==> src/ief_pkg.sv <==
// package for the interrupt enable and factor flag bank
// assumes a 32-bit apb slave on a 20-bit byte address, one word per register
package ief_pkg;

    // bus shape
    localparam int unsigned ADDR_W = 20;
    localparam int unsigned DATA_W = 32;
    localparam int unsigned REG_W  = 8;

    // register indices as printed; byte address is four times the index
    localparam logic [15:0] IDX_ENABLE     = 16'hff26;
    localparam logic [15:0] IDX_KEY_FLAGS  = 16'hff27;
    localparam logic [15:0] IDX_TMR_FLAGS  = 16'hff28;
    localparam logic [15:0] IDX_CLK_FLAGS  = 16'hff29;
    localparam logic [15:0] IDX_KEY_MASK   = 16'hff30;
    localparam logic [15:0] IDX_TMR_MASK   = 16'hff31;
    localparam logic [15:0] IDX_CLK_MASK   = 16'hff32;

    localparam logic [ADDR_W-1:0] ADDR_ENABLE    = {2'b00, IDX_ENABLE, 2'b00};
    localparam logic [ADDR_W-1:0] ADDR_KEY_FLAGS = {2'b00, IDX_KEY_FLAGS, 2'b00};
    localparam logic [ADDR_W-1:0] ADDR_TMR_FLAGS = {2'b00, IDX_TMR_FLAGS, 2'b00};
    localparam logic [ADDR_W-1:0] ADDR_CLK_FLAGS = {2'b00, IDX_CLK_FLAGS, 2'b00};
    localparam logic [ADDR_W-1:0] ADDR_KEY_MASK  = {2'b00, IDX_KEY_MASK, 2'b00};
    localparam logic [ADDR_W-1:0] ADDR_TMR_MASK  = {2'b00, IDX_TMR_MASK, 2'b00};
    localparam logic [ADDR_W-1:0] ADDR_CLK_MASK  = {2'b00, IDX_CLK_MASK, 2'b00};

    // field widths and lowest bit of each implemented field
    localparam int unsigned EN_W    = 3;  // adc done, pen down, touch update at d7..d5
    localparam int unsigned EN_LSB  = 5;
    localparam int unsigned KEY_W   = 5;  // key13..key10 at d7..d4, key group at d3
    localparam int unsigned KEY_LSB = 3;
    localparam int unsigned TMR_W   = 8;  // full byte
    localparam int unsigned TMR_LSB = 0;
    localparam int unsigned CLK_W   = 6;  // 60 s, 1, 2, 8, 32 hz, lcd at d7..d2
    localparam int unsigned CLK_LSB = 2;

    // reset values
    localparam logic [EN_W-1:0]  EN_RST  = 3'h0;
    localparam logic [KEY_W-1:0] KEY_RST = 5'h00;
    localparam logic [TMR_W-1:0] TMR_RST = 8'h00;
    localparam logic [CLK_W-1:0] CLK_RST = 6'h00;
    localparam logic [DATA_W-1:0] RDATA_ZERO = 32'h0000_0000;

    // bus answer states
    typedef enum logic [1:0] {
        ST_IDLE = 2'b01,
        ST_RESP = 2'b10
    } ief_bus_state_t;

endpackage : ief_pkg

==> src/ief_flag_if.sv <==
// carrier between the top and one sticky flag bank
// assumes set and clear are one-cycle pulses on the bank's own clock
`timescale 1ns/1ps

interface ief_flag_if #(
    parameter int unsigned W = 8
);
    logic [W-1:0] set;
    logic [W-1:0] clr;
    logic [W-1:0] flags;

    modport bank (input set, input clr, output flags);
    modport ctrl (output set, output clr, input flags);
endinterface : ief_flag_if

==> src/ief_flag_bank.sv <==
// sticky interrupt factor flags, one bit per source
// assumes set pulses come from logic on the same clock
`timescale 1ns/1ps

module ief_flag_bank #(
    parameter int unsigned W = 8
) (
    // clock and reset
    input  wire logic  i_sys_clk,
    input  wire logic  i_reset,
    // set, clear and flag values
    ief_flag_if.bank   fl
);

    logic [W-1:0] flag_r;
    logic [W-1:0] flag_nxt;

    ////////////////////////////////////////////////////////////////////////////
    // per bit: a new factor wins over a clear in the same cycle
    genvar gi;
    generate
        for (gi = 0; gi < W; gi++) begin : g_bit
            always_comb begin
                flag_nxt[gi] = fl.set[gi] | (flag_r[gi] & ~fl.clr[gi]);
            end
        end
    endgenerate

    // register the flags, all cleared at reset
    always_ff @(posedge i_sys_clk) begin
        if (i_reset) begin
            flag_r <= '0;
        end else begin
            flag_r <= flag_nxt;
        end
    end

    assign fl.flags = flag_r;

endmodule : ief_flag_bank

==> src/ief_top.sv <==
// interrupt enable and factor flag bank behind an apb slave
// assumes every source event is a one-cycle pulse from logic on i_sys_clk,
// so no synchroniser is placed on the event inputs
// masks are a local addition, one per
// flag register and in its layout
// one fixed wait state on every access
// o_irq lags a masked-in flag by one cycle
// a write with pstrb[0] low does nothing
//
// Operation
// d7 of enable register enables adc done
// d6 of enable register enables pen down
// d5 of enable register enables touch update
// unused enable and key bits read zero
// key flag d7..d4 latch keys 13..10
// key flag d3 latches key group 00..07
// timer flag d7 latches byte timer underflow
// d6/d4 match, d5/d3 underflow of wide timers
// d2 tx done, d1 rx done flags
// d0 latches serial receive error
// clock flag d7..d4: 60 s, 1, 2, 8 hz
// write one clears flag; set beats clear
// clock flag d3 32 hz, d2 lcd
`timescale 1ns/1ps

module ief_top (
    // clock and reset
    input  wire logic                        i_sys_clk,
    input  wire logic                        i_reset,
    // apb slave
    input  wire logic                        i_psel,
    input  wire logic                        i_penable,
    input  wire logic                        i_pwrite,
    input  wire logic [ief_pkg::ADDR_W-1:0]  i_paddr,
    input  wire logic [ief_pkg::DATA_W-1:0]  i_pwdata,
    input  wire logic [3:0]                  i_pstrb,
    output logic                             o_pready,
    output logic [ief_pkg::DATA_W-1:0]       o_prdata,
    output logic                             o_pslverr,
    // key events: key13, key12, key11, key10, key group
    input  wire logic [ief_pkg::KEY_W-1:0]   i_key_evt,
    // timer and serial events, bit order as the flag register
    input  wire logic [ief_pkg::TMR_W-1:0]   i_tmr_evt,
    // clock timer events: 60 s, 1 hz, 2 hz, 8 hz, 32 hz, lcd
    input  wire logic [ief_pkg::CLK_W-1:0]   i_clk_evt,
    // enables to the adc and touch panel interrupt paths
    output logic                             o_adc_done_irq_en,
    output logic                             o_pen_down_irq_en,
    output logic                             o_touch_update_irq_en,
    // combined interrupt request
    output logic                             o_irq
);

    ////////////////////////////////////////////////////////////////////////////
    // flag bank carriers
    // the top drives set and clear
    ief_flag_if #(.W(ief_pkg::KEY_W)) key_if ();
    ief_flag_if #(.W(ief_pkg::TMR_W)) tmr_if ();
    ief_flag_if #(.W(ief_pkg::CLK_W)) clk_if ();

    ////////////////////////////////////////////////////////////////////////////
    // bus state and answer registers
    // answers stand one cycle each
    ief_pkg::ief_bus_state_t            st_r;
    ief_pkg::ief_bus_state_t            st_nxt;
    logic                               pready_r;
    logic                               pready_nxt;
    logic [ief_pkg::DATA_W-1:0]         prdata_r;
    logic [ief_pkg::DATA_W-1:0]         prdata_nxt;
    logic                               pslverr_r;
    logic                               pslverr_nxt;

    // software state
    // masks follow their flag layout
    logic [ief_pkg::EN_W-1:0]           en_r;
    logic [ief_pkg::EN_W-1:0]           en_nxt;
    logic [ief_pkg::KEY_W-1:0]          key_mask_r;
    logic [ief_pkg::KEY_W-1:0]          key_mask_nxt;
    logic [ief_pkg::TMR_W-1:0]          tmr_mask_r;
    logic [ief_pkg::TMR_W-1:0]          tmr_mask_nxt;
    logic [ief_pkg::CLK_W-1:0]          clk_mask_r;
    logic [ief_pkg::CLK_W-1:0]          clk_mask_nxt;
    logic                               irq_r;
    logic                               irq_nxt;

    // per-bank pending terms
    logic                               key_pend;
    logic                               tmr_pend;
    logic                               clk_pend;

    // decode
    // commit: edge where pready is seen
    logic                               hit_en;
    logic                               hit_key;
    logic                               hit_tmr;
    logic                               hit_clk;
    logic                               hit_key_m;
    logic                               hit_tmr_m;
    logic                               hit_clk_m;
    logic                               hit_any;
    logic                               commit;
    logic                               wr_commit;
    logic [ief_pkg::REG_W-1:0]          wbyte;
    logic [ief_pkg::REG_W-1:0]          rbyte;

    ////////////////////////////////////////////////////////////////////////////
    // address decode; only the low byte lane carries register data
    // full compare: no register aliases
    // strobe gates writes, not reads
    always_comb begin
        hit_en    = (i_paddr == ief_pkg::ADDR_ENABLE);
        hit_key   = (i_paddr == ief_pkg::ADDR_KEY_FLAGS);
        hit_tmr   = (i_paddr == ief_pkg::ADDR_TMR_FLAGS);
        hit_clk   = (i_paddr == ief_pkg::ADDR_CLK_FLAGS);
        hit_key_m = (i_paddr == ief_pkg::ADDR_KEY_MASK);
        hit_tmr_m = (i_paddr == ief_pkg::ADDR_TMR_MASK);
        hit_clk_m = (i_paddr == ief_pkg::ADDR_CLK_MASK);
        hit_any   = hit_en | hit_key | hit_tmr | hit_clk | hit_key_m | hit_tmr_m | hit_clk_m;
        // a write lands only on the edge where the master sees pready high
        commit    = i_psel & i_penable & pready_r;
        wr_commit = commit & i_pwrite & i_pstrb[0] & hit_any;
        wbyte     = i_pwdata[ief_pkg::REG_W-1:0];
    end

    ////////////////////////////////////////////////////////////////////////////
    // read mux; bits with no function read zero
    // flags as they stood before the edge;
    // a factor on that edge shows next read
    always_comb begin
        rbyte = '0;
        if (hit_en) begin
            rbyte[ief_pkg::EN_LSB +: ief_pkg::EN_W] = en_r;
        end else if (hit_key) begin
            rbyte[ief_pkg::KEY_LSB +: ief_pkg::KEY_W] = key_if.flags;
        end else if (hit_tmr) begin
            rbyte[ief_pkg::TMR_LSB +: ief_pkg::TMR_W] = tmr_if.flags;
        end else if (hit_clk) begin
            rbyte[ief_pkg::CLK_LSB +: ief_pkg::CLK_W] = clk_if.flags;
        end else if (hit_key_m) begin
            rbyte[ief_pkg::KEY_LSB +: ief_pkg::KEY_W] = key_mask_r;
        end else if (hit_tmr_m) begin
            rbyte[ief_pkg::TMR_LSB +: ief_pkg::TMR_W] = tmr_mask_r;
        end else if (hit_clk_m) begin
            rbyte[ief_pkg::CLK_LSB +: ief_pkg::CLK_W] = clk_mask_r;
        end
    end

    ////////////////////////////////////////////////////////////////////////////
    // bus answer: one wait cycle in the access phase, then pready for one cycle.
    // the wait cycle costs a clock but lets every output come from a flop.
    // unmapped: zero data, pslverr, no write
    always_comb begin
        st_nxt      = st_r;
        pready_nxt  = 1'b0;
        prdata_nxt  = ief_pkg::RDATA_ZERO;
        pslverr_nxt = 1'b0;
        unique case (st_r)
            ief_pkg::ST_IDLE: begin
                // answer stands on the next edge
                if (i_psel & i_penable) begin
                    st_nxt      = ief_pkg::ST_RESP;
                    pready_nxt  = 1'b1;
                    pslverr_nxt = ~hit_any;
                    // reads capture the byte now
                    if (~i_pwrite & hit_any) begin
                        prdata_nxt = {{(ief_pkg::DATA_W - ief_pkg::REG_W){1'b0}}, rbyte};
                    end
                end
            end
            ief_pkg::ST_RESP: begin
                // pready stood one cycle
                st_nxt = ief_pkg::ST_IDLE;
            end
            default: begin
                // broken code: back to idle
                st_nxt = ief_pkg::ST_IDLE;
            end
        endcase
    end

    // register the bus answer
    always_ff @(posedge i_sys_clk) begin
        if (i_reset) begin
            st_r      <= ief_pkg::ST_IDLE;
            pready_r  <= 1'b0;
            prdata_r  <= ief_pkg::RDATA_ZERO;
            pslverr_r <= 1'b0;
        end else begin
            st_r      <= st_nxt;
            pready_r  <= pready_nxt;
            prdata_r  <= prdata_nxt;
            pslverr_r <= pslverr_nxt;
        end
    end

    ////////////////////////////////////////////////////////////////////////////
    // enable register and interrupt mask registers
    // enables only drive pins
    // masks gate o_irq, never the flags
    always_comb begin
        en_nxt       = en_r;
        key_mask_nxt = key_mask_r;
        tmr_mask_nxt = tmr_mask_r;
        clk_mask_nxt = clk_mask_r;
        if (wr_commit & hit_en) begin
            en_nxt = wbyte[ief_pkg::EN_LSB +: ief_pkg::EN_W];
        end
        // masks use their flag byte lanes
        if (wr_commit & hit_key_m) begin
            key_mask_nxt = wbyte[ief_pkg::KEY_LSB +: ief_pkg::KEY_W];
        end
        if (wr_commit & hit_tmr_m) begin
            tmr_mask_nxt = wbyte[ief_pkg::TMR_LSB +: ief_pkg::TMR_W];
        end
        if (wr_commit & hit_clk_m) begin
            clk_mask_nxt = wbyte[ief_pkg::CLK_LSB +: ief_pkg::CLK_W];
        end
    end

    // register enables and masks
    always_ff @(posedge i_sys_clk) begin
        if (i_reset) begin
            en_r       <= ief_pkg::EN_RST;
            key_mask_r <= ief_pkg::KEY_RST;
            tmr_mask_r <= ief_pkg::TMR_RST;
            clk_mask_r <= ief_pkg::CLK_RST;
        end else begin
            en_r       <= en_nxt;
            key_mask_r <= key_mask_nxt;
            tmr_mask_r <= tmr_mask_nxt;
            clk_mask_r <= clk_mask_nxt;
        end
    end

    ////////////////////////////////////////////////////////////////////////////
    // flag set and write-one-to-clear strobes
    // a clear lasts the commit cycle only
    // set wins over clear inside each bank
    always_comb begin
        key_if.set = i_key_evt;
        tmr_if.set = i_tmr_evt;
        clk_if.set = i_clk_evt;
        // clears: written ones, own bit lanes
        key_if.clr = (wr_commit & hit_key) ? wbyte[ief_pkg::KEY_LSB +: ief_pkg::KEY_W] : '0;
        tmr_if.clr = (wr_commit & hit_tmr) ? wbyte[ief_pkg::TMR_LSB +: ief_pkg::TMR_W] : '0;
        clk_if.clr = (wr_commit & hit_clk) ? wbyte[ief_pkg::CLK_LSB +: ief_pkg::CLK_W] : '0;
    end

    ////////////////////////////////////////////////////////////////////////////
    // key input flags: key13..key10 and the shared key group flag
    ief_flag_bank #(.W(ief_pkg::KEY_W)) u_key_flags (
        .i_sys_clk (i_sys_clk),
        .i_reset   (i_reset),
        .fl        (key_if.bank)
    );

    // programmable timer and serial interface flags
    // d7 byte timer .. d0 rx error
    ief_flag_bank #(.W(ief_pkg::TMR_W)) u_tmr_flags (
        .i_sys_clk (i_sys_clk),
        .i_reset   (i_reset),
        .fl        (tmr_if.bank)
    );

    // clock timer and lcd flags
    // d7 60 s .. d2 lcd
    ief_flag_bank #(.W(ief_pkg::CLK_W)) u_clk_flags (
        .i_sys_clk (i_sys_clk),
        .i_reset   (i_reset),
        .fl        (clk_if.bank)
    );

    ////////////////////////////////////////////////////////////////////////////
    // interrupt level: any flag whose mask bit is one; lags the flag by a cycle
    always_comb begin
        key_pend = |(key_if.flags & key_mask_r);
        tmr_pend = |(tmr_if.flags & tmr_mask_r);
        clk_pend = |(clk_if.flags & clk_mask_r);
        irq_nxt  = key_pend | tmr_pend | clk_pend;
    end

    // registered: o_irq never glitches
    always_ff @(posedge i_sys_clk) begin
        if (i_reset) begin
            irq_r <= 1'b0;
        end else begin
            irq_r <= irq_nxt;
        end
    end

    ////////////////////////////////////////////////////////////////////////////
    // outputs, all straight from flops
    // en_r[2:0] holds d7..d5
    assign o_pready              = pready_r;
    assign o_prdata              = prdata_r;
    assign o_pslverr             = pslverr_r;
    assign o_adc_done_irq_en     = en_r[2];      // d7
    assign o_pen_down_irq_en     = en_r[1];      // d6
    assign o_touch_update_irq_en = en_r[0];      // d5
    assign o_irq                 = irq_r;

endmodule : ief_top

==> config.mk <==
export PLATFORM = sky130hd
export DESIGN_NAME = ief_top
export DESIGN_NICKNAME = d
export VERILOG_FILES = /design/src/ief_pkg.sv /design/src/ief_flag_if.sv /design/src/ief_flag_bank.sv /design/src/ief_top.sv
export SDC_FILE = /design/constraint.sdc
export NUM_CORES = 1
export LEC_CHECK = 0
export ABC_CLOCK_PERIOD_IN_PS = 4610
export CAP_MARGIN = 20
export CORE_UTILIZATION = 67
export CTS_CLUSTER_DIAMETER = 40
export DETAILED_ROUTE_END_ITERATION = 8
export DONT_BUFFER_PORTS = 1
export GPL_TIMING_DRIVEN = 0
export PLACE_DENSITY = 0.93
export SLEW_MARGIN = 20
export SYNTH_ARGS = -nofsm -noshare
export SYNTH_HDL_FRONTEND = slang
export SYNTH_SLANG_ARGS = --single-unit
==> constraint.sdc <==
create_clock -name i_sys_clk -period 4.61 [get_ports i_sys_clk]
set_input_delay 0.6915 -clock i_sys_clk [delete_from_list [all_inputs] [get_ports i_sys_clk]]
set_output_delay 0.6915 -clock i_sys_clk [all_outputs]
set_load 0.01 [all_outputs]
==> results of run 1 <==
-- cell families (layout without fill, tap and decap cells) --
kind of cell | count (synthesis) | in the layout | synth area share
AND/OR/NAND/NOR | 102 | 102 | 0.2140
AO/OA/AOI/OAI | 80 | 80 | 0.1939
buffers and inverters | 64 | 72 | 0.1273
flip-flops | 54 | 54 | 0.3942
multiplexers | 19 | 19 | 0.06934
other | 1 | 24 | 0.001367
-- routing by layer --
| metal | routed length, µm | track usage |
|---|---|---|
| met1 | 3027 | 0.4887 |
| met2 | 3451 | 0.5714 |
| met3 | 826 | 0.07759 |
| met4 | 141 | 0.1356 |
| met5 | 0 | 0 |
-- power groups by stage --
stage / clock, W / sequential [W] / combinational (W)
after global placement: 0 / 0.000502 / 0.0000631
final: 0.000269 / 0.000493 / 0.0000678
after detailed placement: 0 / 0.000502 / 0.0000652
after global routing: 0.000286 / 0.000493 / 0.0000740
after floorplan: 0 / 0.000497 / 0.0000558
after CTS: 0.000267 / 0.000492 / 0.0000659
-- worst min-delay path by stage --
| stage | start | endpoint | slack (ns) | depth (start not counted) |
|---|---|---|---|---|
| after global placement | u_clk_flags.fl.flags[1] | u_clk_flags.fl.flags[1] | 0.48 | 2 |
| final | i_tmr_evt[6] | u_tmr_flags.fl.flags[6] | 0.49 | 2 |
| after CTS | i_tmr_evt[6] | u_tmr_flags.fl.flags[6] | 0.49 | 2 |
| after detailed placement | u_clk_flags.fl.flags[5] | u_clk_flags.fl.flags[5] | 0.49 | 2 |
| after global routing | i_tmr_evt[0] | u_tmr_flags.fl.flags[0] | 0.49 | 2 |
| after floorplan | u_clk_flags.fl.flags[0] | u_clk_flags.fl.flags[0] | 0.47 | 2 |
-- through the flow --
stage	instance area, µm²	setup WS (ns)	hold slack, ns
final	2984	2.158	0.4920
after global routing	2984	2.012	0.4933
after CTS	2984	2.200	0.4926
after detailed placement	2889	1.882	0.4931
after global placement	2889	1.890	0.4848
after floorplan	2829	2.140	0.4657
-- Yosys cell counts (3+ instances only) --
cell type / n / area, µm²
o21ai_0: 13 / 65.06
nand3_1: 13 / 65.06
nor2b_1: 3 / 18.77
nor2_1: 38 / 142.6
buf_4: 25 / 187.7
nand2_1: 7 / 26.28
nor3_1: 4 / 20.02
a21oi_1: 26 / 130.1
mux2i_1: 19 / 190.2
a222oi_1: 4 / 40.04
clkbuf_1: 14 / 52.55
nor4_1: 3 / 18.77
a22o_1: 4 / 35.03
and3_1: 4 / 25.02
dfxtp_1: 54 / 1081
nand4_1: 10 / 62.56
a22oi_1: 14 / 105.1
inv_1: 22 / 82.58
-- layout make-up --
| type | count | share of cell area |
|---|---|---|
| inverters | 22 | 0.02767 |
| flip-flops and latches | 54 | 0.3623 |
| plain buffers | 42 | 0.08931 |
| clock buffers | 5 | 0.02306 |
| multi-input cells | 225 | 0.4688 |
| well taps | 48 | 0.02013 |
| clock inverters | 3 | 0.008805 |
-- sequential cells by signal (all words and copies together), names as in the netlist --
| name | count |
|---|---|
| tmr_mask_r | 8 |
| clk_mask_r | 6 |
| key_mask_r | 5 |
| o_prdata | 8 |
| en_r | 3 |
| u_key_flags.fl.flags | 5 |
| u_clk_flags.fl.flags | 6 |
| u_tmr_flags.fl.flags | 8 |
| st_r | 2 |
| o_pready | 1 |
| o_irq | 1 |
| o_pslverr | 1 |
==> results.py, run 1 <==
metrics = {
    "setup_path": {
        "r2r_slack_ns": 2.48,
        "critical_path.cell_chain": "clkbuf_1 -> nor2b_1 -> clkbuf_1 -> nand2_1 -> nor3_4 -> o31ai_1 -> a311oi_1",
        "critPathLaunchType": "input port",
        "cp-end-kind": "flop",
        "cpMostUsedCell": "clkbuf_1",
        "cp_max_fo": 9,
        "slowest_delay_ns": 0.42,
        "cp_num_buf_inv": 2,
        "required_ns": 4.81,
        "rr_startpoint": "o_pready",
        "startpoint": "i_paddr[2]",
        "cp.depth": 7,
        "cpLargestDelayFamily": "simple AND/OR/NAND/NOR gates",
        "worst_ep_arrival_time_ns": 2.65,
        "ff2ff_path_depth": 5,
        "timing.rr.end": "u_clk_flags.fl.flags[1]",
        "critPathSlowestCell": "nor3_4",
        "critical_path_class": "in2reg",
        "crit_path_end": "o_prdata[7]",
    },
    "logic_synthesis": {
        "yosys_warnings": 0,
        "avgSynthCellArea_um2": 8.571,
        "syn_area_mm2": 0.002743,
        "async_flop_share": 0,
        "synth_edf_count": 0,
        "yosysSeqAreaShare": 0.3942,
        "synth_flop_cell": "dfxtp_1",
        "synthDistinctLibCells": 52,
        "synth-seq-cells": 54,
        "syn_inst": 320,
    },
    "cells_and_area": {
        "multi_input_area_mm2": 0.001399,
        "fillers": 282,
        "diodes": 0,
        "layout_common_cells": "dfxtp_1, nor2_1, a21oi_1",
        "post_route_cells_drive_above_1_share": 0.1311,
        "synthToLayoutAreaGrowth_pct": 8.805,
        "regArea_mm2": 0.001081,
        "nNetsFinal": 430,
        "stdcell_count": 399,
        "fin_util": 0.7856,
        "final_common_cell": "dfxtp_1",
    },
    "clock_network": {
        "path_clk_slew_ns": 0.10,
        "hold_buffers": 0,
        "cts-htree-levels": 2,
        "cts_buffers": 5,
        "post_cts_buffers": 0,
        "cts-resized-gates": 0,
        "cts.sinks": 54,
        "worstSkewPairLatency_ns": 0.31,
        "tritoncts": "built",
        "cts-root-buf": "clkbuf_8",
        "clockBufferDepth": 2,
    },
    "power_and_ir_drop": {
        "clkPwrFrac": 0.324,
        "comb_power_share": 0.082,
        "p_seq_frac": 0.594,
        "peakVddDrop_v": 0.0002106,
        "p_sw_w": 0.0002118,
        "p_leak_nw": 1.168,
        "total_power_w": 0.0008293,
        "power_density_mw_per_mm2": 277.9,
        "p_int_w": 0.0006175,
        "sw_frac_of_total": 0.2553,
    },
    "grt": {
        "grt_max_degree": 19,
        "track_usage": 0.3641,
        "antenna_found_initial": 0,
        "grt_pass1_vias": 2358,
        "grt_pass1_wl_mm": 11.68,
        "grt_overflow": 0,
    },
    "timing": {
        "fmax_ghz": 0.4078,
        "fin_crit_sh": 0.5319,
        "fin_tns_setup_ns": 0,
        "hold_viol": 0,
        "relSlewSlack": 0.4512,
        "tightest_slew_ns": 0.8165,
        "drv_slew": 0,
        "fin_crit_ns": 2.452,
        "grt_setup_unrepaired": "false",
        "setup_viol": 0,
        "finClkSkew_ns": 0.01259,
    },
    "die": {
        "die_area_mm2": 0.004353,
        "die-width_um": 65.98,
        "rows": 22,
        "core-area_mm2": 0.003799,
        "dieHeight_um": 65.98,
        "pin_count": 118,
        "start_util": 0.7220,
    },
    "drt": {
        "vias": 2549,
        "avgRoutedWirePerCell_um": 18.66,
        "viasPerCell": 6.388,
        "dr.pass1.iters": 5,
        "drc": 0,
        "antenna_left": 0,
        "wl_mm": 7.446,
        "drt_iter0_drc": 309,
    },
    "placement": {
        "gp_routability_congestion": 0.9996,
        "hpwlAfterDp_mm": 5.571,
        "io_buffers": 0,
        "placedCellCount": 391,
    },
    "hold_path": {
        "hp-class": "in2reg",
    },
    "status": {
        "status": "completed",
    },
    "job": {
        "cap_violations": 0,
    },
}
No activity file was read; power rests on OpenSTA's default activity.
==> run 2: changes to the inputs <==
ABC_CLOCK_PERIOD_IN_PS = 2300   (was 4610)
CORE_UTILIZATION = 63   (was 67)
PLACE_DENSITY = 0.89   (was 0.93)
clock period = 2.3 ns   (was 4.61 ns; I/O delays follow)
==> run 2 against run 1 <==
Power rose by 120%. Die area rose by 6.2%. Final cell count rose by 0.50%. Cell area rose by 0.80%. Critical endpoint is now o_prdata[2]. Largest cell class unchanged.
==> results.py, run 2 (synthesis gave the netlist of run 1 again) <==
metrics = {
    "status": {
        "status": "completed",
    },
    "grt": {
        "grt_overflow": 0,
        "track_usage": 0.3423,
        "grt_pass1_wl_mm": 11.37,
        "antenna_found_initial": 0,
        "grt_max_degree": 19,
        "grt_pass1_vias": 2206,
    },
    "setup_path": {
        "r2r_slack_ns": 0.25,
        "cp-end-kind": "flop",
        "worst_ep_arrival_time_ns": 2.44,
        "critical_path_class": "in2reg",
        "cp_max_fo": 10,
        "cp_num_buf_inv": 2,
        "rr_startpoint": "o_pready",
        "required_ns": 2.54,
        "ff2ff_path_depth": 5,
        "timing.rr.end": "clk_mask_r[1]",
        "slowest_delay_ns": 0.52,
        "cp.depth": 7,
        "critPathLaunchType": "input port",
        "cpMostUsedCell": "clkbuf_1",
        "cpLargestDelayFamily": "simple AND/OR/NAND/NOR gates",
        "critPathSlowestCell": "or4_1",
        "critical_path.cell_chain": "clkbuf_1 -> or4_1 -> clkbuf_1 -> nor2_2 -> o21a_1 -> o311ai_1 -> a211oi_1",
    },
    "power_and_ir_drop": {
        "p_sw_w": 0.0004484,
        "peakVddDrop_v": 0.0004537,
        "p_leak_nw": 1.178,
        "sw_frac_of_total": 0.2496,
        "p_int_w": 0.001348,
        "power_density_mw_per_mm2": 597.4,
        "comb_power_share": 0.075,
        "p_seq_frac": 0.551,
        "clkPwrFrac": 0.374,
    },
    "timing": {
        "grt_setup_unrepaired": "false",
        "hold_viol": 0,
        "finClkSkew_ns": 0.01315,
        "fmax_ghz": 0.4544,
        "fin_crit_sh": 0.9568,
        "fin_tns_setup_ns": 0,
        "tightest_slew_ns": 0.8457,
        "setup_slack_ns": 0.09937,
        "relSlewSlack": 0.4315,
        "timing.hold.ws_ns": 0.1455,
        "setup_viol": 0,
        "drv_slew": 0,
        "fin_crit_ns": 2.201,
    },
    "clock_network": {
        "cts.sinks": 54,
        "post_cts_buffers": 0,
        "path_clk_slew_ns": 0.11,
        "clockBufferDepth": 2,
        "cts-root-buf": "clkbuf_8",
        "worstSkewPairLatency_ns": 0.32,
        "cts-resized-gates": 0,
        "cts-htree-levels": 2,
        "hold_buffers": 0,
        "cts_buffers": 5,
        "tritoncts": "built",
    },
    "cells_and_area": {
        "final_common_cell": "dfxtp_1",
        "diodes": 0,
        "post_route_cells_drive_above_1_share": 0.1311,
        "layout_common_cells": "dfxtp_1, nor2_1, a21oi_1",
        "synthToLayoutAreaGrowth_pct": 9.671,
        "nNetsFinal": 430,
    },
    "drt": {
        "drc": 0,
        "avgRoutedWirePerCell_um": 18.94,
        "dr.pass1.iters": 7,
        "antenna_left": 0,
        "vias": 2510,
        "wl_mm": 7.596,
        "viasPerCell": 6.259,
        "drt_iter0_drc": 260,
    },
    "placement": {
        "gp_routability_congestion": 0.9558,
        "place_ws_ns": -0.1707,
        "io_buffers": 0,
        "hpwlAfterDp_mm": 5.716,
    },
    "die": {
        "rows": 23,
        "pin_count": 118,
        "core-area_mm2": 0.004086,
        "start_util": 0.6712,
        "dieHeight_um": 67.98,
        "die_area_mm2": 0.004621,
        "die-width_um": 67.98,
    },
    "job": {
        "cap_violations": 0,
    },
    "hold_path": {
        "worstHoldEndpoint": "u_clk_flags.fl.flags[3]",
        "min_path_cells": 2,
        "hold_path_startpoint": "i_clk_evt[3]",
        "hp-class": "in2reg",
    },
}
run 2: changes by cell type in the layout (fill, tap and decap cells not counted):
cell	change
inv_6	+1
bufinv_16	+1
clkinv_4	-2
run 2: power groups by stage:
stage | registers, W | logic (W) | clock network (W)
floorplan | 0.000997 | 0.000112 | 0
global placement | 0.00101 | 0.000129 | 0
detailed placement | 0.00101 | 0.000131 | 0
CTS | 0.000987 | 0.000131 | 0.000665
global route | 0.000991 | 0.000150 | 0.000692
finish | 0.000990 | 0.000135 | 0.000671
run 2: per-stage QoR:
stage               instances  power (W)  utilization  instance area, µm²
finish                    401   0.001797       0.7361                3008
global route              401   0.001834       0.7361                3008
CTS                       401   0.001783       0.7361                3008
detailed placement        393   0.001140       0.7076                2892
global placement          393   0.001137       0.7076                2892
floorplan                 343   0.001108            -                2829
run 2: worst max-delay path by stage:
stage                     from            end  slack, ns
floorplan           i_paddr[9]  tmr_mask_r[0]       0.18
global placement    i_paddr[2]    o_prdata[2]      -0.15
detailed placement  i_paddr[2]    o_prdata[2]      -0.17
CTS                 i_paddr[2]    o_prdata[2]       0.15
global route        i_paddr[2]    o_prdata[2]       0.03
finish              i_paddr[2]    o_prdata[2]        0.1
run 2: area by class of cell:
cell class                      instances  area (µm²)
Sequential cell                        54        1081
Buffer                                 42       266.5
Tap cell                               50       62.56
Fill cell                             339        1079
Clock inverter                          3       47.55
Clock buffer                            5       68.82
Multi-Input combinational cell        225        1399
Inverter                               22       82.58
run 2: per-layer routing:
| layer | up-vias | part of all wire | track usage |
|---|---|---|---|
| li1 | 1168 | - | - |
| met1 | 1121 | 0.41 | 0.4626 |
| met2 | 196 | 0.44 | 0.5319 |
| met3 | 25 | 0.12 | 0.06667 |
| met4 | 0 | 0.028 | 0.1354 |
| met5 | - | 0 | 0 |
==> run 3: changes to the inputs <==
SYNTH_HIERARCHICAL = 1   (was unset)
==> run 3 against run 2 <==
The run now ends with design-rule violations left. Wire length up 1.8%. Sequential power grew 0.5%. Synthesized cell count is 5.0% higher. Largest cell class unchanged. Highest routed layer unchanged.
==> results.py, run 3 <==
metrics = {
    "timing": {
        "finClkSkew_ns": 0.006160,
        "grt_setup_unrepaired": "false",
        "fmax_ghz": 0.4584,
        "fin_crit_ns": 2.181,
        "setup_slack_ns": 0.1187,
        "tightest_slew_ns": 0.7125,
        "setup_viol": 0,
        "fin_crit_sh": 0.9484,
        "drv_slew": 0,
        "hold_viol": 0,
        "relSlewSlack": 0.5210,
        "fin_tns_setup_ns": 0,
    },
    "power_and_ir_drop": {
        "power_density_mw_per_mm2": 516.8,
        "total_power_w": 0.001674,
        "p_leak_nw": 1.381,
        "peakVddDrop_v": 0.0004208,
    },
    "logic_synthesis": {
        "syn_area_mm2": 0.003000,
        "synth-seq-cells": 54,
        "async_flop_share": 0,
        "synthDominantCellAreaShare": 0.3603,
        "synth_area_leader_cell": "dfxtp_1",
        "syn_inst": 336,
        "synth_edf_count": 0,
        "synth_flop_cell": "dfxtp_1",
        "synth_common_cells": "dfxtp_1, a21oi_1, nor2_1, buf_4, inv_1",
        "yosysSeqAreaShare": 0.3603,
        "yosys_warnings": 6,
        "yosysMostFrequentCell": "dfxtp_1",
        "synthDistinctLibCells": 56,
        "avgSynthCellArea_um2": 8.930,
        "synth.area.top_cells": "dfxtp_1, nand2b_4, mux2i_1",
    },
    "clock_network": {
        "cts.sinks": 54,
        "hold_buffers": 0,
        "post_cts_buffers": 0,
        "cts-root-buf": "clkbuf_8",
        "tritoncts": "built",
        "worstSkewPairLatency_ns": 0.30,
        "clockBufferDepth": 2,
        "path_clk_slew_ns": 0.10,
        "cts_buffers": 5,
        "cts-htree-levels": 2,
    },
    "setup_path": {
        "critical_path_class": "in2reg",
        "ff2ff_path_depth": 5,
        "cp-end-kind": "flop",
        "critPathLaunchType": "input port",
        "worst_ep_arrival_time_ns": 2.39,
        "cp_max_fo": 10,
        "required_ns": 2.51,
        "r2r_slack_ns": 0.14,
    },
    "die": {
        "rows": 24,
        "core-area_mm2": 0.004474,
        "dieHeight_um": 71.01,
        "start_util": 0.6706,
        "die_area_mm2": 0.005042,
        "die-width_um": 71.01,
        "pin_count": 118,
    },
    "cells_and_area": {
        "multi_input_area_mm2": 0.001679,
        "regArea_mm2": 0.001081,
        "fillers": 355,
        "stdcell_count": 418,
        "nNetsFinal": 446,
        "synthToLayoutAreaGrowth_pct": 7.965,
        "layout_common_cells": "dfxtp_1, a21oi_1, nor2_1",
        "final_common_cell": "dfxtp_1",
        "post_route_cells_drive_above_1_share": 0.1831,
        "diodes": 0,
        "final_cell_area_mm2": 0.003239,
    },
    "hold_path": {
        "min_path_cells": 1,
        "hp-class": "in2reg",
    },
    "placement": {
        "place_ws_ns": -0.1667,
        "gp_routability_congestion": 0.9107,
        "io_buffers": 0,
        "placed_area_mm2": 0.003152,
        "placedCellCount": 411,
        "hpwlAfterDp_mm": 5.774,
    },
    "drt": {
        "avgRoutedWirePerCell_um": 18.50,
        "drc": 4,
        "drt_iter0_drc": 303,
        "antenna_left": 0,
        "vias": 2598,
        "wl_mm": 7.735,
        "viasPerCell": 6.215,
        "dr.pass1.iters": 7,
    },
    "status": {
        "status": "finished with violations",
        "violations": "design-rule violations",
    },
    "grt": {
        "grt_pass1_vias": 2433,
        "track_usage": 0.3196,
        "grt_overflow": 0,
        "grt_max_degree": 19,
        "grt_pass1_wl_mm": 12.36,
        "antenna_found_initial": 0,
    },
    "job": {
        "cap_violations": 0,
    },
}
==> run 3: cell types whose count changed in the layout (fill, tap and decap cells not counted), sizes merged, moves of 4 or more <==
| cell | previous run | this run |
|---|---|---|
| nand2b | 1 | 20 |
| nor2 | 39 | 25 |
| nand4 | 10 | 3 |
| and3 | 4 | 17 |
| a21oi | 26 | 34 |
| o21ai | 14 | 2 |
| nand3 | 13 | 17 |
| and4 | 1 | 6 |
| a22oi | 14 | 10 |
| nand2 | 7 | 13 |
==> run 3: cells by family after synthesis <==
logic type | synth area share
compound gates | 0.1664
buf+inv | 0.1105
simple gates | 0.2977
other cells | 0.001250
flops | 0.3603
mux | 0.06380
==> run 3: repair_timing <==
item / 4_1_cts / 5_1_grt
endpoints found under the hold margin: 0 / 0
setup endpoints to repair: 0 / 3
resized for setup: 0 / 1
==> run 3: through the flow <==
stage / util / hold WS [ns]
after floorplan: - / 0.4141
after global placement: 0.7044 / 0.4164
after detailed placement: 0.7044 / 0.4191
after CTS: 0.7229 / 0.09219
after global routing: 0.7240 / 0.07669
final: 0.7240 / 0.09528
==> run 3: final timing paths <==
check	start	to
worst min-delay path	i_reset	u_key_flags/fl.flags[0]
worst max-delay path	i_paddr[8]	u_tmr_flags/fl.flags[5]
worst max register to register	st_r[1]	o_prdata[7]
worst min register to register	tmr_mask_r[6]	tmr_mask_r[6]
==> run 3: power by group <==
group	total (W)	leakage [nW]	switching, W	internal (W)
clock network	0.000526	0.0444	0.000314	0.000211
logic	0.000153	0.895	0.0000787	0.0000744
registers	0.000995	0.442	0.0000342	0.000961
total	0.00167	1.38	0.000427	0.00125
==> run 3: cell type report <==
class | instances | share of cell area
Multi-Input combinational cell | 243 | 0.5183
Sequential cell | 54 | 0.3337
Clock inverter | 2 | 0.004249
Inverter | 23 | 0.02665
Tap cell | 52 | 0.02008
Buffer | 39 | 0.07570
Clock buffer | 5 | 0.02124
==> run 3: per-layer routing <==
layer	part of all wire	vias up	GRT usage
li1	-	1224	-
met1	0.43	1231	0.4443
met2	0.47	135	0.5150
met3	0.083	8	0.06980
met4	0.012	0	0.06222
met5	0	-	0
==> run 3: worst max-delay path: stages <==
cell       delay [ns]
nand4bb_1        0.28
or4_4            0.63
nor4_4           0.36
clkbuf_1         0.37
and3_1           0.23
nand2b_4         0.12
a21oi_2          0.05
